--- config.mk ---
export PLATFORM = sky130hd
export DESIGN_NAME = psr_status
export DESIGN_NICKNAME = d
export VERILOG_FILES = /design/src/psr_pkg.sv /design/src/psr_apb_port.sv /design/src/psr_status.sv
export SDC_FILE = /design/constraint.sdc
export NUM_CORES = 1
export LEC_CHECK = 0
export BUFFER_PORTS_ARGS = -buffer_cell sky130_fd_sc_hd__buf_2
export CAP_MARGIN = 30
export CORE_ASPECT_RATIO = 1.1
export CORE_MARGIN = 2
export CORE_UTILIZATION = 41
export DETAILED_ROUTE_END_ITERATION = 10
export PLACE_DENSITY = 0.79
export SLEW_MARGIN = 20
export SYNTH_ARGS = -nofsm -noshare
export SYNTH_HDL_FRONTEND = slang
export SYNTH_SLANG_ARGS = --single-unit
export TNS_END_PERCENT = 30
--- constraint.sdc ---
create_clock -name clk -period 1.19 [get_ports clk]
set_clock_uncertainty 0.2 [all_clocks]
set_input_delay 0.0595 -clock clk [delete_from_list [all_inputs] [get_ports clk]]
set_output_delay 0.0595 -clock clk [all_outputs]
set_load 0.01 [all_outputs]
--- src/psr_pkg.sv ---
// Shared layout of the processor status word
package psr_pkg;
  // Bus geometry
  localparam int ADDR_W = 12;
  localparam logic [11:0] STATUS_OFS = 12'h000;
  // Fields common to both layouts
  localparam int CU_LSB = 28;
  localparam int IM_LSB = 8;
  localparam int BEV_BIT = 22;
  localparam int TS_BIT = 21;
  // Layout A stack and cache diagnostics
  localparam int A_PE_BIT = 20;
  localparam int A_CM_BIT = 19;
  localparam int A_PZ_BIT = 18;
  localparam int A_SWC_BIT = 17;
  localparam int A_ISC_BIT = 16;
  localparam int A_KUO_BIT = 5;
  localparam int A_KUC_BIT = 1;
  localparam int A_IEC_BIT = 0;
  // Layout B mode, addressing and cache bits
  localparam int B_RP_BIT = 27;
  localparam int B_FR_BIT = 26;
  localparam int B_RE_BIT = 25;
  localparam int B_SRF_BIT = 20;
  localparam int B_CH_BIT = 18;
  localparam int B_CHK_BIT = 17;
  localparam int B_DE_BIT = 16;
  localparam int B_KX_BIT = 7;
  localparam int B_SX_BIT = 6;
  localparam int B_UX_BIT = 5;
  localparam int B_KSU_LSB = 3;
  localparam int B_ERL_BIT = 2;
  localparam int B_EXL_BIT = 1;
  localparam int B_IE_BIT = 0;
  // Privilege encodings
  localparam logic [1:0] KSU_KERNEL = 2'h0;
  localparam logic [1:0] KSU_SUPER = 2'h1;
  localparam logic [1:0] KSU_USER = 2'h2;
  // Implemented bits; everything else reads zero
  localparam logic [31:0] A_IMPL_MASK = 32'hF07F_FF3F;
  localparam logic [31:0] B_IMPL_MASK = 32'hFE77_FFFF;
  // Bits software writes as plain storage
  localparam logic [31:0] A_WR_MASK = 32'hF06F_FF3F;
  localparam logic [31:0] B_WR_MASK = 32'hFE57_FFFF;
  // Reset values: bootstrap vectors, kernel, interrupts off
  localparam logic [31:0] A_RESET = 32'h0040_0000;
  localparam logic [31:0] B_RESET = 32'h0040_0004;
endpackage

--- src/psr_apb_port.sv ---
`timescale 1ns/100ps
// Zero-wait APB slave for the single status word
module psr_apb_port #(
  parameter int ADDR_W = psr_pkg::ADDR_W
) (
  input wire logic clk,
  input wire logic arst_n,
  input wire logic psel,
  input wire logic penable,
  input wire logic pwrite,
  input wire logic [ADDR_W-1:0] paddr,
  input wire logic [31:0] rd_word,
  output logic pready,
  output logic pslverr,
  output logic [31:0] prdata,
  output logic wr_en
);
  // Address decode
  wire hit = (paddr == ADDR_W'(psr_pkg::STATUS_OFS));
  wire setup = psel && !penable;
  wire access = psel && penable;
  // Read word chosen during setup
  wire [31:0] next_prdata = (setup && !pwrite && hit) ? rd_word : 32'h0000_0000;

  // Always ready: access phase lasts one cycle
  assign pready = access;
  // Unmapped address answers with an error
  assign pslverr = access && !hit;
  // Write takes effect at the access edge only
  assign wr_en = access && pwrite && hit;

  // Read data captured at setup so it sits in a flop during access
  always_ff @(posedge clk or negedge arst_n) begin
    if (!arst_n) begin
      prdata <= 32'h0000_0000;
    end else if (setup) begin
      prdata <= next_prdata;
    end
  end
endmodule // psr_apb_port

--- src/psr_status.sv ---
// Chosen here: the APB interface to the registers and the placing of the registers.
`timescale 1ns/100ps
// Overview of operation
// - 32-bit status word, software read and write
// - Layout A: three-level mode/enable stack, direct access
// - Exception pushes stack: old=prev, prev=current
// - Exception return pops: current=prev, prev=old
// - Four coprocessor usable bits, one each
// - Coprocessor zero usable in kernel mode always
// - Interrupt raised when enabled, masked and pending
// - Boot-vector bit selects bootstrap exception vectors
// - Hardware sets TLB shutdown; read-only in B
// - Layout A parity flag; write one clears
// - Test miss flag records hit or miss
// - Parity-zero bit forces cache parity to zero
// - Swap exchanges caches; isolate cuts cache off
// - Reserved bits read zero, writes ignored
// - Layout B privilege: 10 user, 01 super, 00 kernel
// - Error and exception level bits show state
// - Reduced-power bit lowers internal clock rate
// - Float register bit: 16 or 32 registers
// - Endian reversal applies to user-mode accesses
// - Per-mode wide addressing; super/user also wide ops
// - Check-enable uses ECC word; disable suppresses errors
module psr_status #(
  parameter bit VARIANT_B = 1'b0, // Layout select
  parameter int ADDR_W = psr_pkg::ADDR_W
) (
  input wire logic clk,
  input wire logic arst_n,
  // APB register port
  input wire logic psel,
  input wire logic penable,
  input wire logic pwrite,
  input wire logic [ADDR_W-1:0] paddr,
  input wire logic [31:0] pwdata,
  output logic [31:0] prdata,
  output logic pready,
  output logic pslverr,
  // Core events, same clock, one-cycle pulses; irq_pending is a level
  input wire logic exc_take,
  input wire logic err_take,
  input wire logic exception_return_instr,
  input wire logic tlb_shutdown_evt,
  input wire logic parity_err_evt,
  input wire logic soft_restart_evt,
  input wire logic test_miss_valid,
  input wire logic test_miss,
  input wire logic sec_hit_valid,
  input wire logic sec_hit,
  input wire logic [7:0] irq_pending,
  // Control outputs to the core
  output logic irq_req,
  output logic [3:0] coproc_usable,
  output logic boot_vector_sel,
  output logic kernel_mode,
  output logic super_mode,
  output logic user_mode,
  output logic parity_zero_force,
  output logic cache_swap,
  output logic cache_isolate,
  output logic low_power_clock,
  output logic float_reg_count_sel,
  output logic byte_swap_user_mode,
  output logic wide_addr_active,
  output logic wide_ops_active,
  output logic ecc_check_en,
  output logic error_exc_disable
);
  // Layout-dependent constants
  localparam logic [31:0] IMPL_MASK = VARIANT_B ? psr_pkg::B_IMPL_MASK : psr_pkg::A_IMPL_MASK;
  localparam logic [31:0] WR_MASK = VARIANT_B ? psr_pkg::B_WR_MASK : psr_pkg::A_WR_MASK;
  localparam logic [31:0] RESET_VAL = VARIANT_B ? psr_pkg::B_RESET : psr_pkg::A_RESET;

  logic [31:0] stat; // The status word itself
  logic [31:0] next_stat; // Value for the next edge
  logic wr_en; // Accepted register write

  // Bus slave; read returns the live word
  psr_apb_port #(
    .ADDR_W(ADDR_W)
  ) u_port (
    .clk(clk),
    .arst_n(arst_n),
    .psel(psel),
    .penable(penable),
    .pwrite(pwrite),
    .paddr(paddr),
    .rd_word(stat),
    .pready(pready),
    .pslverr(pslverr),
    .prdata(prdata),
    .wr_en(wr_en)
  );

  // Named fields of the stored word
  wire [3:0] cu_bits = stat[psr_pkg::CU_LSB +: 4];
  wire [7:0] im_bits = stat[psr_pkg::IM_LSB +: 8];
  wire [1:0] privilege_level = stat[psr_pkg::B_KSU_LSB +: 2];
  wire error_level = stat[psr_pkg::B_ERL_BIT];
  wire exception_level = stat[psr_pkg::B_EXL_BIT];
  // Plain write merge; hardware-owned bits kept
  wire [31:0] wr_merge = (stat & ~WR_MASK) | (pwdata & WR_MASK);

  // Mode decode; in B an exception or error level forces kernel
  wire a_kernel = !stat[psr_pkg::A_KUC_BIT];
  wire b_kernel = (privilege_level == psr_pkg::KSU_KERNEL) || exception_level || error_level;
  wire b_super = (privilege_level == psr_pkg::KSU_SUPER) && !exception_level && !error_level;
  wire b_user = (privilege_level == psr_pkg::KSU_USER) && !exception_level && !error_level;
  // Global interrupt enable as seen by the core
  wire irq_enabled = VARIANT_B ? (stat[psr_pkg::B_IE_BIT] && !exception_level && !error_level)
                               : stat[psr_pkg::A_IEC_BIT];

  // Next value: software first, then hardware events on top
  always_comb begin
    next_stat = stat;
    if (wr_en) begin
      next_stat = wr_merge;
      // Write one clears the parity flag
      if (!VARIANT_B && pwdata[psr_pkg::A_PE_BIT]) begin
        next_stat[psr_pkg::A_PE_BIT] = 1'b0;
      end
    end
    // TLB shutdown sets regardless of any write
    if (tlb_shutdown_evt) begin
      next_stat[psr_pkg::TS_BIT] = 1'b1;
    end
    if (!VARIANT_B) begin
      // Push beats pop if both arrive
      if (exc_take) begin
        // Current becomes kernel, interrupts off
        next_stat[psr_pkg::A_KUO_BIT:0] = {next_stat[3:0], 2'h0};
      end else if (exception_return_instr) begin
        // Old level left as it was
        next_stat[3:0] = next_stat[psr_pkg::A_KUO_BIT:2];
      end
      // Event set wins over a write-one clear
      if (parity_err_evt) begin
        next_stat[psr_pkg::A_PE_BIT] = 1'b1;
      end
      if (test_miss_valid) begin
        next_stat[psr_pkg::A_CM_BIT] = test_miss;
      end
    end else begin
      // Error level outranks exception level
      if (err_take) begin
        next_stat[psr_pkg::B_ERL_BIT] = 1'b1;
      end
      if (exc_take) begin
        next_stat[psr_pkg::B_EXL_BIT] = 1'b1;
      end
      // Return clears the innermost level only
      if (exception_return_instr && !err_take && !exc_take) begin
        if (error_level) begin
          next_stat[psr_pkg::B_ERL_BIT] = 1'b0;
        end else begin
          next_stat[psr_pkg::B_EXL_BIT] = 1'b0;
        end
      end
      if (soft_restart_evt) begin
        next_stat[psr_pkg::B_SRF_BIT] = 1'b1;
      end
      if (sec_hit_valid) begin
        next_stat[psr_pkg::B_CH_BIT] = sec_hit;
      end
    end
    // Unimplemented positions never hold a one
    next_stat = next_stat & IMPL_MASK;
  end

  // Status word storage
  always_ff @(posedge clk or negedge arst_n) begin
    if (!arst_n) begin
      stat <= RESET_VAL;
    end else begin
      stat <= next_stat;
    end
  end

  // Interrupt request to the core, level
  assign irq_req = irq_enabled && |(im_bits & irq_pending);

  // Coprocessor zero always usable in kernel
  assign coproc_usable = {cu_bits[3:1], cu_bits[0] | kernel_mode};
  assign boot_vector_sel = stat[psr_pkg::BEV_BIT];

  // Mode outputs for both layouts
  assign kernel_mode = VARIANT_B ? b_kernel : a_kernel;
  assign super_mode = VARIANT_B ? b_super : 1'b0;
  assign user_mode = VARIANT_B ? b_user : !a_kernel;

  // Layout A cache diagnostics; tied low in B
  assign parity_zero_force = !VARIANT_B && stat[psr_pkg::A_PZ_BIT];
  assign cache_swap = !VARIANT_B && stat[psr_pkg::A_SWC_BIT];
  assign cache_isolate = !VARIANT_B && stat[psr_pkg::A_ISC_BIT];

  // Layout B controls; tied low in A
  assign low_power_clock = VARIANT_B && stat[psr_pkg::B_RP_BIT];
  assign float_reg_count_sel = VARIANT_B && stat[psr_pkg::B_FR_BIT];
  // Byte reversal matters only while running in user mode
  assign byte_swap_user_mode = VARIANT_B && stat[psr_pkg::B_RE_BIT] && b_user;
  // Wide addressing follows the mode in force
  assign wide_addr_active = VARIANT_B && ((b_kernel && stat[psr_pkg::B_KX_BIT])
                                         || (b_super && stat[psr_pkg::B_SX_BIT])
                                         || (b_user && stat[psr_pkg::B_UX_BIT]));
  // Kernel wide ops not granted by the kernel bit
  assign wide_ops_active = VARIANT_B && ((b_super && stat[psr_pkg::B_SX_BIT])
                                        || (b_user && stat[psr_pkg::B_UX_BIT]));
  assign ecc_check_en = VARIANT_B && stat[psr_pkg::B_CHK_BIT];
  assign error_exc_disable = VARIANT_B && stat[psr_pkg::B_DE_BIT];
endmodule // psr_status

Word-level counts from Yosys, hierarchy flattened --
Cells that the tools add are included. W data, S select, Z words.
Storage, ports and cells: bits in registers 57, output and inout port bits 53
Operators by class: multiplexer cells 9, bitwise logic cells 3, reductions and logical operators 17
Operator list (number):
- $mux W32 | 1
- $or A21 B32 Y32 | 1
- $mux W22 | 1
- $logic_not A12 Y1 | 1
- $and A8 B8 Y8 | 1
- $logic_and A1 B1 Y1 | 8
- $mux W4 | 2
- $reduce_or A8 Y1 | 1
- $reduce_bool A2 Y1 | 3
- $logic_not A1 Y1 | 4
- $mux W1 | 4
- $mux W2 | 1
- $or A1 B1 Y1 | 1

Longest topological paths before layout --
Gate-level depths: netlist of run 1.
depth after elaboration 6, depth in mapped cells 5, depth with buffers taken out 4

Modules after synthesis --
From an unflattened synthesis of run 1, not the netlist that was laid out.
Unflattened totals: cell total of the unflattened synthesis 163, area total of the unflattened synthesis 2458.6 sq um
Modules (own cells, without submodules):
- psr_apb_port | times used 1, cells each 80, area each 1246.2 sq um, seq. area each 800.8 sq um
- psr_status | times used 1, cells each 83, area each 1212.4 sq um, seq. area each 626.9 sq um

Least setup slack after synthesis of run 1 --
OpenSTA, ideal clock, no wires.
kind input to register, start point in paddr[1], end point reg stat[4], setup time 0.138 ns, data arrival time 1.114 ns, required time 0.852 ns, setup slack -0.262 ns, cell stages on the path 3, path buffers 0, path through nor4_4 > nand4_4 > mux4_2
On the way: cells in the longest elaborated chain, start to end 4
RTL lines:
- from (decl) | RTL line psr_status.sv:35 | input wire logic [ADDR_W-1:0] paddr,
- $logic_not A12 Y1 | RTL line psr_apb_port.sv:19 | wire hit = (paddr == ADDR_W'(psr_pkg::STATUS_OFS));
- $logic_and A1 B1 Y1 | RTL line psr_apb_port.sv:30 | assign wr_en = access && pwrite && hit;
- $mux W22 | RTL line psr_status.sv:117 | if (wr_en) begin
- $mux W2 | RTL line psr_status.sv:130 | if (exc_take) begin
- via next_stat[4] | RTL line psr_status.sv:76 | logic [31:0] next_stat;
- to (signal assigned) | RTL line psr_status.sv:176 | stat <= next_stat;
- to (decl) | RTL line psr_status.sv:75 | logic [31:0] stat;
The timed path passes the listed nets, and every way through them passes these cells. The select of a mux whose other input is x is not followed. A chain may end at the register's enable or synchronous reset.

Final worst setup path of run 1 --
start point reg stat[9], end point out irq_req
On the way: cells in the longest elaborated chain, start to end 3
RTL lines:
- $and A8 B8 Y8 | RTL line psr_status.sv:181 | assign irq_req = irq_enabled && |(im_bits & irq_pending);
- $reduce_or A8 Y1 | RTL line psr_status.sv:181
- $logic_and A1 B1 Y1 | RTL line psr_status.sv:181
- to (decl) | RTL line psr_status.sv:53 | output logic irq_req,
No other way between the ends.

==> flow_summary.toml, run 1 <==
[run]
max_cap_viol_count = 0

[final_layout]
drive_above_1_share_pct = 53.4
area_delta_synth_final_pct = 52.9
mostFrequentLayoutCell = "buf_2"
layout_common_cells = "82 x buf_2, 48 x dfrtp_1, 30 x dlygate4sd3_1"
final_nets = 375
stdcell_count = 384
antenna_cells = 0

[floorplanning]
boundaryPins = 120
die_h_um = 82.6
fp.dieArea_mm2 = 0.00623
rows = 28
start_util_pct = 42.7
die_x_um = 75.4
core_region_area_mm2 = 0.00540

[placement]
io_buffers = 93
dpl.cell_count = 339
dp_hpwl_um = 3900
gp_congestion = 0.761

[synth]
ys_ff_latch = 50
async_flop_share_pct = 100
synthFlopType = "dfrtp_1"
synth_area_mm2 = 0.00230
yosysSeqAreaShare_pct = 54.4
syn_inst = 167
synth_cell_type_count = 30
syn_avg_cell_area_um2 = 13.8
synth_edf_count = 0
yosysWarnings = 0

[run_status]
status = "complete, but fails checks"
violations = "negative hold slack, negative setup slack"

[route]
via_per_inst = 4.86
vias = 1868
drc = 0
drt_iter0_drc = 68
routedWlPerCell_um = 15.6
wl_um = 5980
drt_first_pass_iters = 4
ant_nets = 0

[clocking]
clk_path_buf_depth = 2
clkSlewWorstSetupHoldPaths_ps = 90
clk_latency_ps = 300
cts_tree = "done"
clock-sinks = 50
ctsHoldBuffers = 30
htreeDepth = 2
cts-root-buf = "clkbuf_8"
numCtsBuffers = 5

[global_routing]
grt_pass1_wl_um = 8680
grt_antenna_before_repair = 0
grt_max_degree = 51
grt.total_usage_pct = 18.6
grt_pass1_vias = 1842
grt.overflow.total = 0

[sta]
hold_viol_final = 1
tns_ps = -6390
hold_slack_ps = -81.3
setup-violations-final = 54
fin_crit_sh_pct = 123
slew_viol_final = 0
rsz0062_at_grt = "true"
layout_min_cycle_time_ps = 1460
fin_ws_ps = -274
max_freq_mhz = 683

[power]
vdd_drop_max_v = 0.000519
leakagePower_nw = 1.84
power.density_mw_per_mm2 = 867

[setup_path]
crit_type = "reg -> out"
end_kind = "primary output"
cp.required_ps = 930
worstPathCellList = "a22oi_2, a41oi_2, buf_2"
cpMaxStageDelayCell = "dfrtp_1"
max_stage_delay_ps = 430
critPathArrivalTime_ps = 1200
cp_max_fo = 3
start_kind = "flop"

[hold_path]
worstHoldPathType = "in -> reg"
==> where the power goes <==
part | leakage (nW) | internal (mW) | switching [mW] | total (mW)
registers | 0.681 | 1.70 | 0.00275 | 1.70
clock network | 0.0441 | 0.414 | 0.569 | 0.983
logic | 1.12 | 0.198 | 0.168 | 0.366
total | 1.84 | 2.31 | 0.740 | 3.05
==> cell type report <==
cell class                 count  area [um^2]
fill                         446         1880
sequential                    50         1250
timing repair buffer         147         1090
multi-input combinational    100          973
tap                           75         93.8
clock buffer                   5         68.8
clock inverter                 3         21.3
inverter                       4         15.0
==> cell families (layout without fill, tap and decap cells) <==
kind of cell / count (synthesis) / after routing / share of synthesized area (%)
flops: 50 / 50 / 54.4
compound gates: 37 / 37 / 13.5
buf+inv: 31 / 159 / 8.75
mux: 30 / 30 / 15.1
simple gates: 18 / 18 / 8.04
other cells: 1 / 15 / 0.163
==> cell usage after synthesis, types with 3 or more instances <==
master | number | area, um^2
inv_1 | 4 | 15.0
mux2_2 | 18 | 203
nor4_4 | 3 | 63.8
mux2i_1 | 10 | 100
buf_4 | 18 | 135
a22o_1 | 25 | 219
a211oi_1 | 4 | 30.0
nand2b_1 | 3 | 18.8
dfrtp_1 | 49 | 1230
clkbuf_1 | 3 | 11.3
nor2b_1 | 3 | 18.8
a22oi_1 | 4 | 30.0
==> flip-flops by register name (all words and copies together), names as in the netlist <==
register	cells
u_port.prdata	25
stat	25
==> critical path, delay by kind of cell (launching register included) <==
| family | cells | cell delay [ps] |
|---|---|---|
| buffers and inverters | 1 | 150 |
| flip-flops | 1 | 430 |
| AO/OA/AOI/OAI | 2 | 320 |
==> metrics by stage <==
stage	instance area, um^2	utilization, %	setup WS, ps	power (mW)
3_5_place_dp	2880	53.4	-492	1.99
2_1_floorplan	2350	-	-255	1.85
6_report	3520	65.2	-274	3.05
5_1_grt	3520	65.2	-324	3.17
4_1_cts	3380	62.6	-279	3.08
3_3_place_gp	2880	53.4	-408	1.99
==> worst paths after layout <==
| path | end | cells after the start | slack [ps] | start |
|---|---|---|---|---|
| max in group asynchronous | stat[22] | 3 | 440 | arst_n |
| min in group asynchronous | u_port.prdata[20] | 3 | 90 | arst_n |
| worst max register to register | stat[5] | 1 | -30 | stat[3] |
| worst min register to register | stat[20] | 2 | 300 | stat[20] |
| worst max-delay path | irq_req | 3 | -270 | stat[9] |
| worst min-delay path | stat[5] | 2 | -80 | pwdata[5] |
==> repair_timing <==
action	CTS	global route
pin swaps	11	14
setup buffers	2	3
cloned	0	2
resized for setup	18	15
hold endpoints to repair	75	1
setup endpoints to repair	53	56
==> metal layers <==
layer / global-route usage (%) / routed length (um) / up-vias / part of all wire [%]
met3: 3.64 / 266 / 13 / 4.4
met1: 21.7 / 2250 / 917 / 38
met5: 0 / 0 / - / 0
met4: 6.49 / 127 / 0 / 2.1
met2: 33.6 / 3340 / 71 / 56
li1: - / - / 867 / -
No activity file was read; power rests on OpenSTA's default activity.
==> run 2, diff against run 1 <==
--- a/config.mk
+++ b/config.mk
@@ -5,13 +5,14 @@
 export SDC_FILE = /design/constraint.sdc
 export NUM_CORES = 1
 export LEC_CHECK = 0
+export ABC_AREA = 1
 export BUFFER_PORTS_ARGS = -buffer_cell sky130_fd_sc_hd__buf_2
 export CAP_MARGIN = 30
 export CORE_ASPECT_RATIO = 1.1
 export CORE_MARGIN = 2
 export CORE_UTILIZATION = 41
 export DETAILED_ROUTE_END_ITERATION = 10
-export PLACE_DENSITY = 0.79
+export PLACE_DENSITY = 0.78
 export SLEW_MARGIN = 20
 export SYNTH_ARGS = -nofsm -noshare
 export SYNTH_HDL_FRONTEND = slang
==> flow_summary.toml, run 2 <==
[run_status]
status = "complete, but fails checks"
violations = "negative setup slack"

[route]
vias = 2249
drt_first_pass_iters = 4
drc = 0
routedWlPerCell_um = 12.5
ant_nets = 0
wl_um = 6000
via_per_inst = 4.69
drt_iter0_drc = 104

[global_routing]
grt.total_usage_pct = 19.5
grt_pass1_vias = 2219
grt_pass1_wl_um = 10100
grt_antenna_before_repair = 0
grt.overflow.total = 0
grt_max_degree = 35

[synth]
syn_inst = 266
synth_edf_count = 0
yosysWarnings = 0
yosysSeqAreaShare_pct = 52.7
syn_avg_cell_area_um2 = 8.94
synth_area_mm2 = 0.00238
synth.top_cells.by_count = "49 x dfrtp_1, 46 x o21ai_0, 32 x inv_1"
synth_cell_type_count = 28
ys_ff_latch = 50
synth_area_leader_cell = "dfrtp_1"
synth.most_common_cell = "dfrtp_1"
async_flop_share_pct = 100
yosysTopAreaCellShare_pct = 51.6
synthFlopType = "dfrtp_1"
synthTopCellsByArea = "dfrtp_1 52%, o21ai_0 9.7%, buf_4 6.3%, inv_1 5.1%, nor2_1 4.6%"

[setup_path]
end_kind = "primary output"
cpMaxStageDelayCell = "dfrtp_1"
max_stage_delay_ps = 390
r2r-start = "stat[1]"
worst_r2r_endpoint = "stat[3]"
ff2ff_setup_slack_ps = 60
cp_num_buf_inv = 1
start_kind = "flop"
cpLargestDelayFamily = "flip-flops"
critPathArrivalTime_ps = 1260
cp.depth = 5
cp.required_ps = 930
startpoint = "stat[12]"
worstPathCellList = "nand2_1, nand2_1, a221oi_2, a21oi_1, buf_2"
rr_worst_depth = 5
crit_end = "irq_req"
path_common_cell = "nand2_1"
crit_type = "reg -> out"
cp_max_fo = 2

[sta]
setup-violations-final = 2
max_freq_mhz = 656
slew_viol_final = 0
rsz0062_at_grt = "true"
fin_ws_ps = -334
hold_viol_final = 0
layout_min_cycle_time_ps = 1520
fin_crit_sh_pct = 128

[power]
power.density_mw_per_mm2 = 965
leakagePower_nw = 1.92
vdd_drop_max_v = 0.000621

[clocking]
clk_latency_ps = 290
htreeDepth = 2
clk_path_buf_depth = 2
numCtsBuffers = 5
clkSlewWorstSetupHoldPaths_ps = 80
cts_tree = "done"
clock-sinks = 50
cts-root-buf = "clkbuf_8"

[floorplanning]
rows = 29
die_x_um = 76.6
fp.dieArea_mm2 = 0.00642
boundaryPins = 120
start_util_pct = 41.7
core_region_area_mm2 = 0.00570
die_h_um = 83.9

[final_layout]
antenna_cells = 0
drive_above_1_share_pct = 35.2
seq_area_mm2 = 0.00125
fillerInstances = 513
layout_common_cells = "91 x buf_2, 49 x dfrtp_1, 44 x o21ai_0"
multi_input_area_um2 = 898
area_delta_synth_final_pct = 45.2
reg.largest.list = "stat x25, u_port.prdata x25"
final_nets = 469
utilization_pct = 60.6
mostFrequentLayoutCell = "buf_2"

[run]
max_cap_viol_count = 0

[hold_path]
worstHoldPathType = "in -> reg"

[placement]
gp_congestion = 0.766
io_buffers = 93
pre_cts_slack_ps = -270
dp_hpwl_um = 4160
[run 2: cell count changes in the layout (fill, tap and decap cells not counted), moves of 5 or more]
cell,delta
o21ai_1,+7
nand2_1,+19
a22o_1,-23
nor2_1,+24
nand4_1,+5
mux2_2,-18
nand3_1,+8
buf_6,-12
o21ai_0,+44
inv_1,+27
mux2i_1,-10
buf_2,+9
a21oi_1,+19
[run 2: cell families after synthesis]
kind of cell | after synthesis | synth area share [%]
buffers and inverters | 62 | 13.5
other | 1 | 0.158
DFF | 50 | 52.7
and+or+nand+nor | 75 | 16.3
AOI/OAI and AO/OA | 78 | 17.4
[run 2: area by class of cell]
cell class,count,share of cell area (%)
multi-input cells,168,26.0
inverters,32,3.48
repair buffers,145,28.3
clock buffers,7,2.21
clock inverters,1,0.870
well taps,77,2.79
flip-flops and latches,50,36.3
[run 2: worst min-delay path by stage]
stage	start	endpoint	depth (start not counted)
3_3_place_gp	arst_n	u_port.prdata[13]	2
3_5_place_dp	arst_n	u_port.prdata[13]	2
6_report	pwdata[2]	stat[4]	4
5_1_grt	pwdata[2]	stat[4]	4
2_1_floorplan	arst_n	stat[0]	0
4_1_cts	pwdata[2]	stat[4]	4
[run 2: layer usage]
metal | GRT usage [%] | up-vias | part of all wire (%) | routed length [um]
met5 | 0 | - | 0 | 0
met4 | 4.46 | 0 | 0.63 | 38
met2 | 34.2 | 84 | 52 | 3120
met1 | 24.4 | 1052 | 42 | 2510
met3 | 4.76 | 4 | 5.6 | 339
li1 | - | 1109 | - | -
[run 2: through the flow]
step | instance area (um^2) | instances | power [mW] | hold WS, ps | setup TNS (ps)
3_5_place_dp | 2970 | 436 | 2.13 | -152 | -9570
5_1_grt | 3450 | 480 | 3.49 | 38.2 | -541
6_report | 3450 | 480 | 3.33 | 24.5 | -345
4_1_cts | 3390 | 475 | 3.36 | 8.53 | -360
2_1_floorplan | 2460 | 280 | 1.97 | -436 | -2.27
3_3_place_gp | 2970 | 436 | 2.11 | -146 | -7540
[run 2: power by group]
group | switching (mW) | total, mW | leakage (nW) | internal [mW]
registers | 0.0157 | 1.74 | 0.596 | 1.72
logic | 0.225 | 0.446 | 1.27 | 0.221
clock network | 0.519 | 1.15 | 0.0524 | 0.629
[run 2: timing repair]
| item | 4_1_cts | 5_1_grt |
|---|---|---|
| setup endpoints to repair | 3 | 22 |
| gates cloned | 0 | 0 |
| hold buffers | 31 | 0 |
| endpoints found under the hold margin | 75 | 0 |
| resized for setup | 3 | 8 |
| buffers inserted | 0 | 5 |
| pin swaps | 1 | 2 |
[run 2: tightest hold or removal path, cell delays in order]
cell     delay (ps)
buf_2            80
nand4_1         120
nand2_1         120
o21a_1          110
==> run 3, diff against run 2 <==
--- a/config.mk
+++ b/config.mk
@@ -12,7 +12,7 @@
 export CORE_MARGIN = 2
 export CORE_UTILIZATION = 41
 export DETAILED_ROUTE_END_ITERATION = 10
-export PLACE_DENSITY = 0.78
+export PLACE_DENSITY = 0.76
 export SLEW_MARGIN = 20
 export SYNTH_ARGS = -nofsm -noshare
 export SYNTH_HDL_FRONTEND = slang
==> flow_summary.toml, run 3 (synthesis results as in run 2) <==
[placement]
io_buffers = 93
dpl.cell_count = 434
pre_cts_slack_ps = -200
place_area_mm2 = 0.00296
gp_congestion = 0.790
dp_hpwl_um = 3750

[sta]
layout_min_cycle_time_ps = 1510
hold_viol_final = 0
max_freq_mhz = 663
fin_ws_ps = -317
hold_slack_ps = 9.30
slew_viol_final = 0
rsz0062_at_grt = "true"
fin_crit_sh_pct = 127
setup-violations-final = 2

[run_status]
violations = "negative setup slack"
status = "complete, but fails checks"

[power]
power_mw = 3.33
leakagePower_nw = 1.88
power.density_mw_per_mm2 = 978
vdd_drop_max_v = 0.000541

[floorplanning]
start_util_pct = 41.7
rows = 29
fp.dieArea_mm2 = 0.00642
core_region_area_mm2 = 0.00570
die_h_um = 83.9
boundaryPins = 120
die_x_um = 76.6

[final_layout]
final_nets = 462
layout_common_cells = "91 x buf_2, 49 x dfrtp_1, 46 x o21ai_0"
stdcell_count = 473
final_cell_area_mm2 = 0.00340
area_delta_synth_final_pct = 43.2
antenna_cells = 0
drive_above_1_share_pct = 34.3
mostFrequentLayoutCell = "buf_2"
reg.largest.list = "stat x25, u_port.prdata x25"

[route]
via_per_inst = 4.65
ant_nets = 0
routedWlPerCell_um = 12.1
drt_first_pass_iters = 4
drt_iter0_drc = 97
vias = 2198
wl_um = 5700
drc = 0

[run]
max_cap_viol_count = 0

[global_routing]
use_met1_pct = 22.3
grt_antenna_before_repair = 0
use_met3_pct = 3.14
grt.overflow.total = 0
grt_use_met2_pct = 35.1
grt_pass1_wl_um = 9870
grt.total_usage_pct = 18.9
busiest_layer = "met2"
grt_pass1_vias = 2276
grt_max_degree = 51

[clocking]
cts_setup_buffers = 0
htreeDepth = 2
clk_latency_ps = 290
cts_tree = "done"
cts-root-buf = "clkbuf_8"
numCtsBuffers = 5
clkSlewWorstSetupHoldPaths_ps = 90
clock-sinks = 50
clk_path_buf_depth = 2

[hold_path]
worstHoldPathType = "in -> reg"
hold_end = "stat[0]"
holdPathStages = 5
hp-start = "pwdata[2]"

[setup_path]
cp_max_fo = 2
end_kind = "primary output"
start_kind = "flop"
worst_r2r_endpoint = "stat[4]"
rr_worst_depth = 3
cpLargestDelayFamily = "flip-flops"
cp.required_ps = 930
path_common_cell = "nand2_1"
ff2ff_setup_slack_ps = 170
critPathArrivalTime_ps = 1250
crit_type = "reg -> out"
r2r-start = "stat[2]"
cpMaxStageDelayCell = "dfrtp_1"
cp_num_buf_inv = 1
worstPathCellList = "nand2_1, nand2_1, a221oi_2, a21oi_1, buf_2"
max_stage_delay_ps = 390
-- run 3: cell type report --
type                       instances  area, um^2
clock buffer                       6        72.6
clock inverter                     2        37.5
fill                             524        2290
inverter                          32         120
multi-input combinational        168         895
sequential                        50        1250
tap                               77        96.3
timing repair buffer             138         931
-- run 3: worst max path at each step --
stage	from	endpoint	cells past startpoint
after floorplan	paddr[5]	stat[4]	8
after global placement	paddr[3]	stat[0]	9
after detailed placement	paddr[5]	stat[0]	10
after CTS	stat[12]	irq_req	5
after global routing	stat[11]	irq_req	4
final	stat[12]	irq_req	5
-- run 3: per-layer routing --
metal / share of wire (%) / vias to the layer above
met2: 52 / 83
met5: 0 / -
met1: 43 / 1018
li1: - / 1093
met4: 0.91 / 0
met3: 4.1 / 4
-- run 3: worst register-to-register path, cell delays in order, from the launching register on --
cell	delay, ps
dfrtp_1	380
nand2_1	90
nand2_1	70
o21a_1	170
-- run 3: report_power, final --
group / internal [mW] / switching, mW
Combinational: 0.213 / 0.219
Sequential: 1.72 / 0.0173
Clock: 0.627 / 0.529
-- run 3: per-stage QoR --
| stage | TNS [ps] | utilization (%) |
|---|---|---|
| floorplan | -2.27 | - |
| global route | -493 | 59.8 |
| finish | -321 | 59.8 |
| CTS | -358 | 59.6 |
| global placement | -6170 | 52.0 |
| detailed placement | -7770 | 52.0 |
-- run 3: repair_timing --
item                                   in CTS  in global routing
setup endpoints to repair                   4                  5
hold buffers                               31                  0
endpoints found under the hold margin      74                  0
resized for setup                           3                  4
pin swaps                                   2                  1
gates cloned                                0                  0
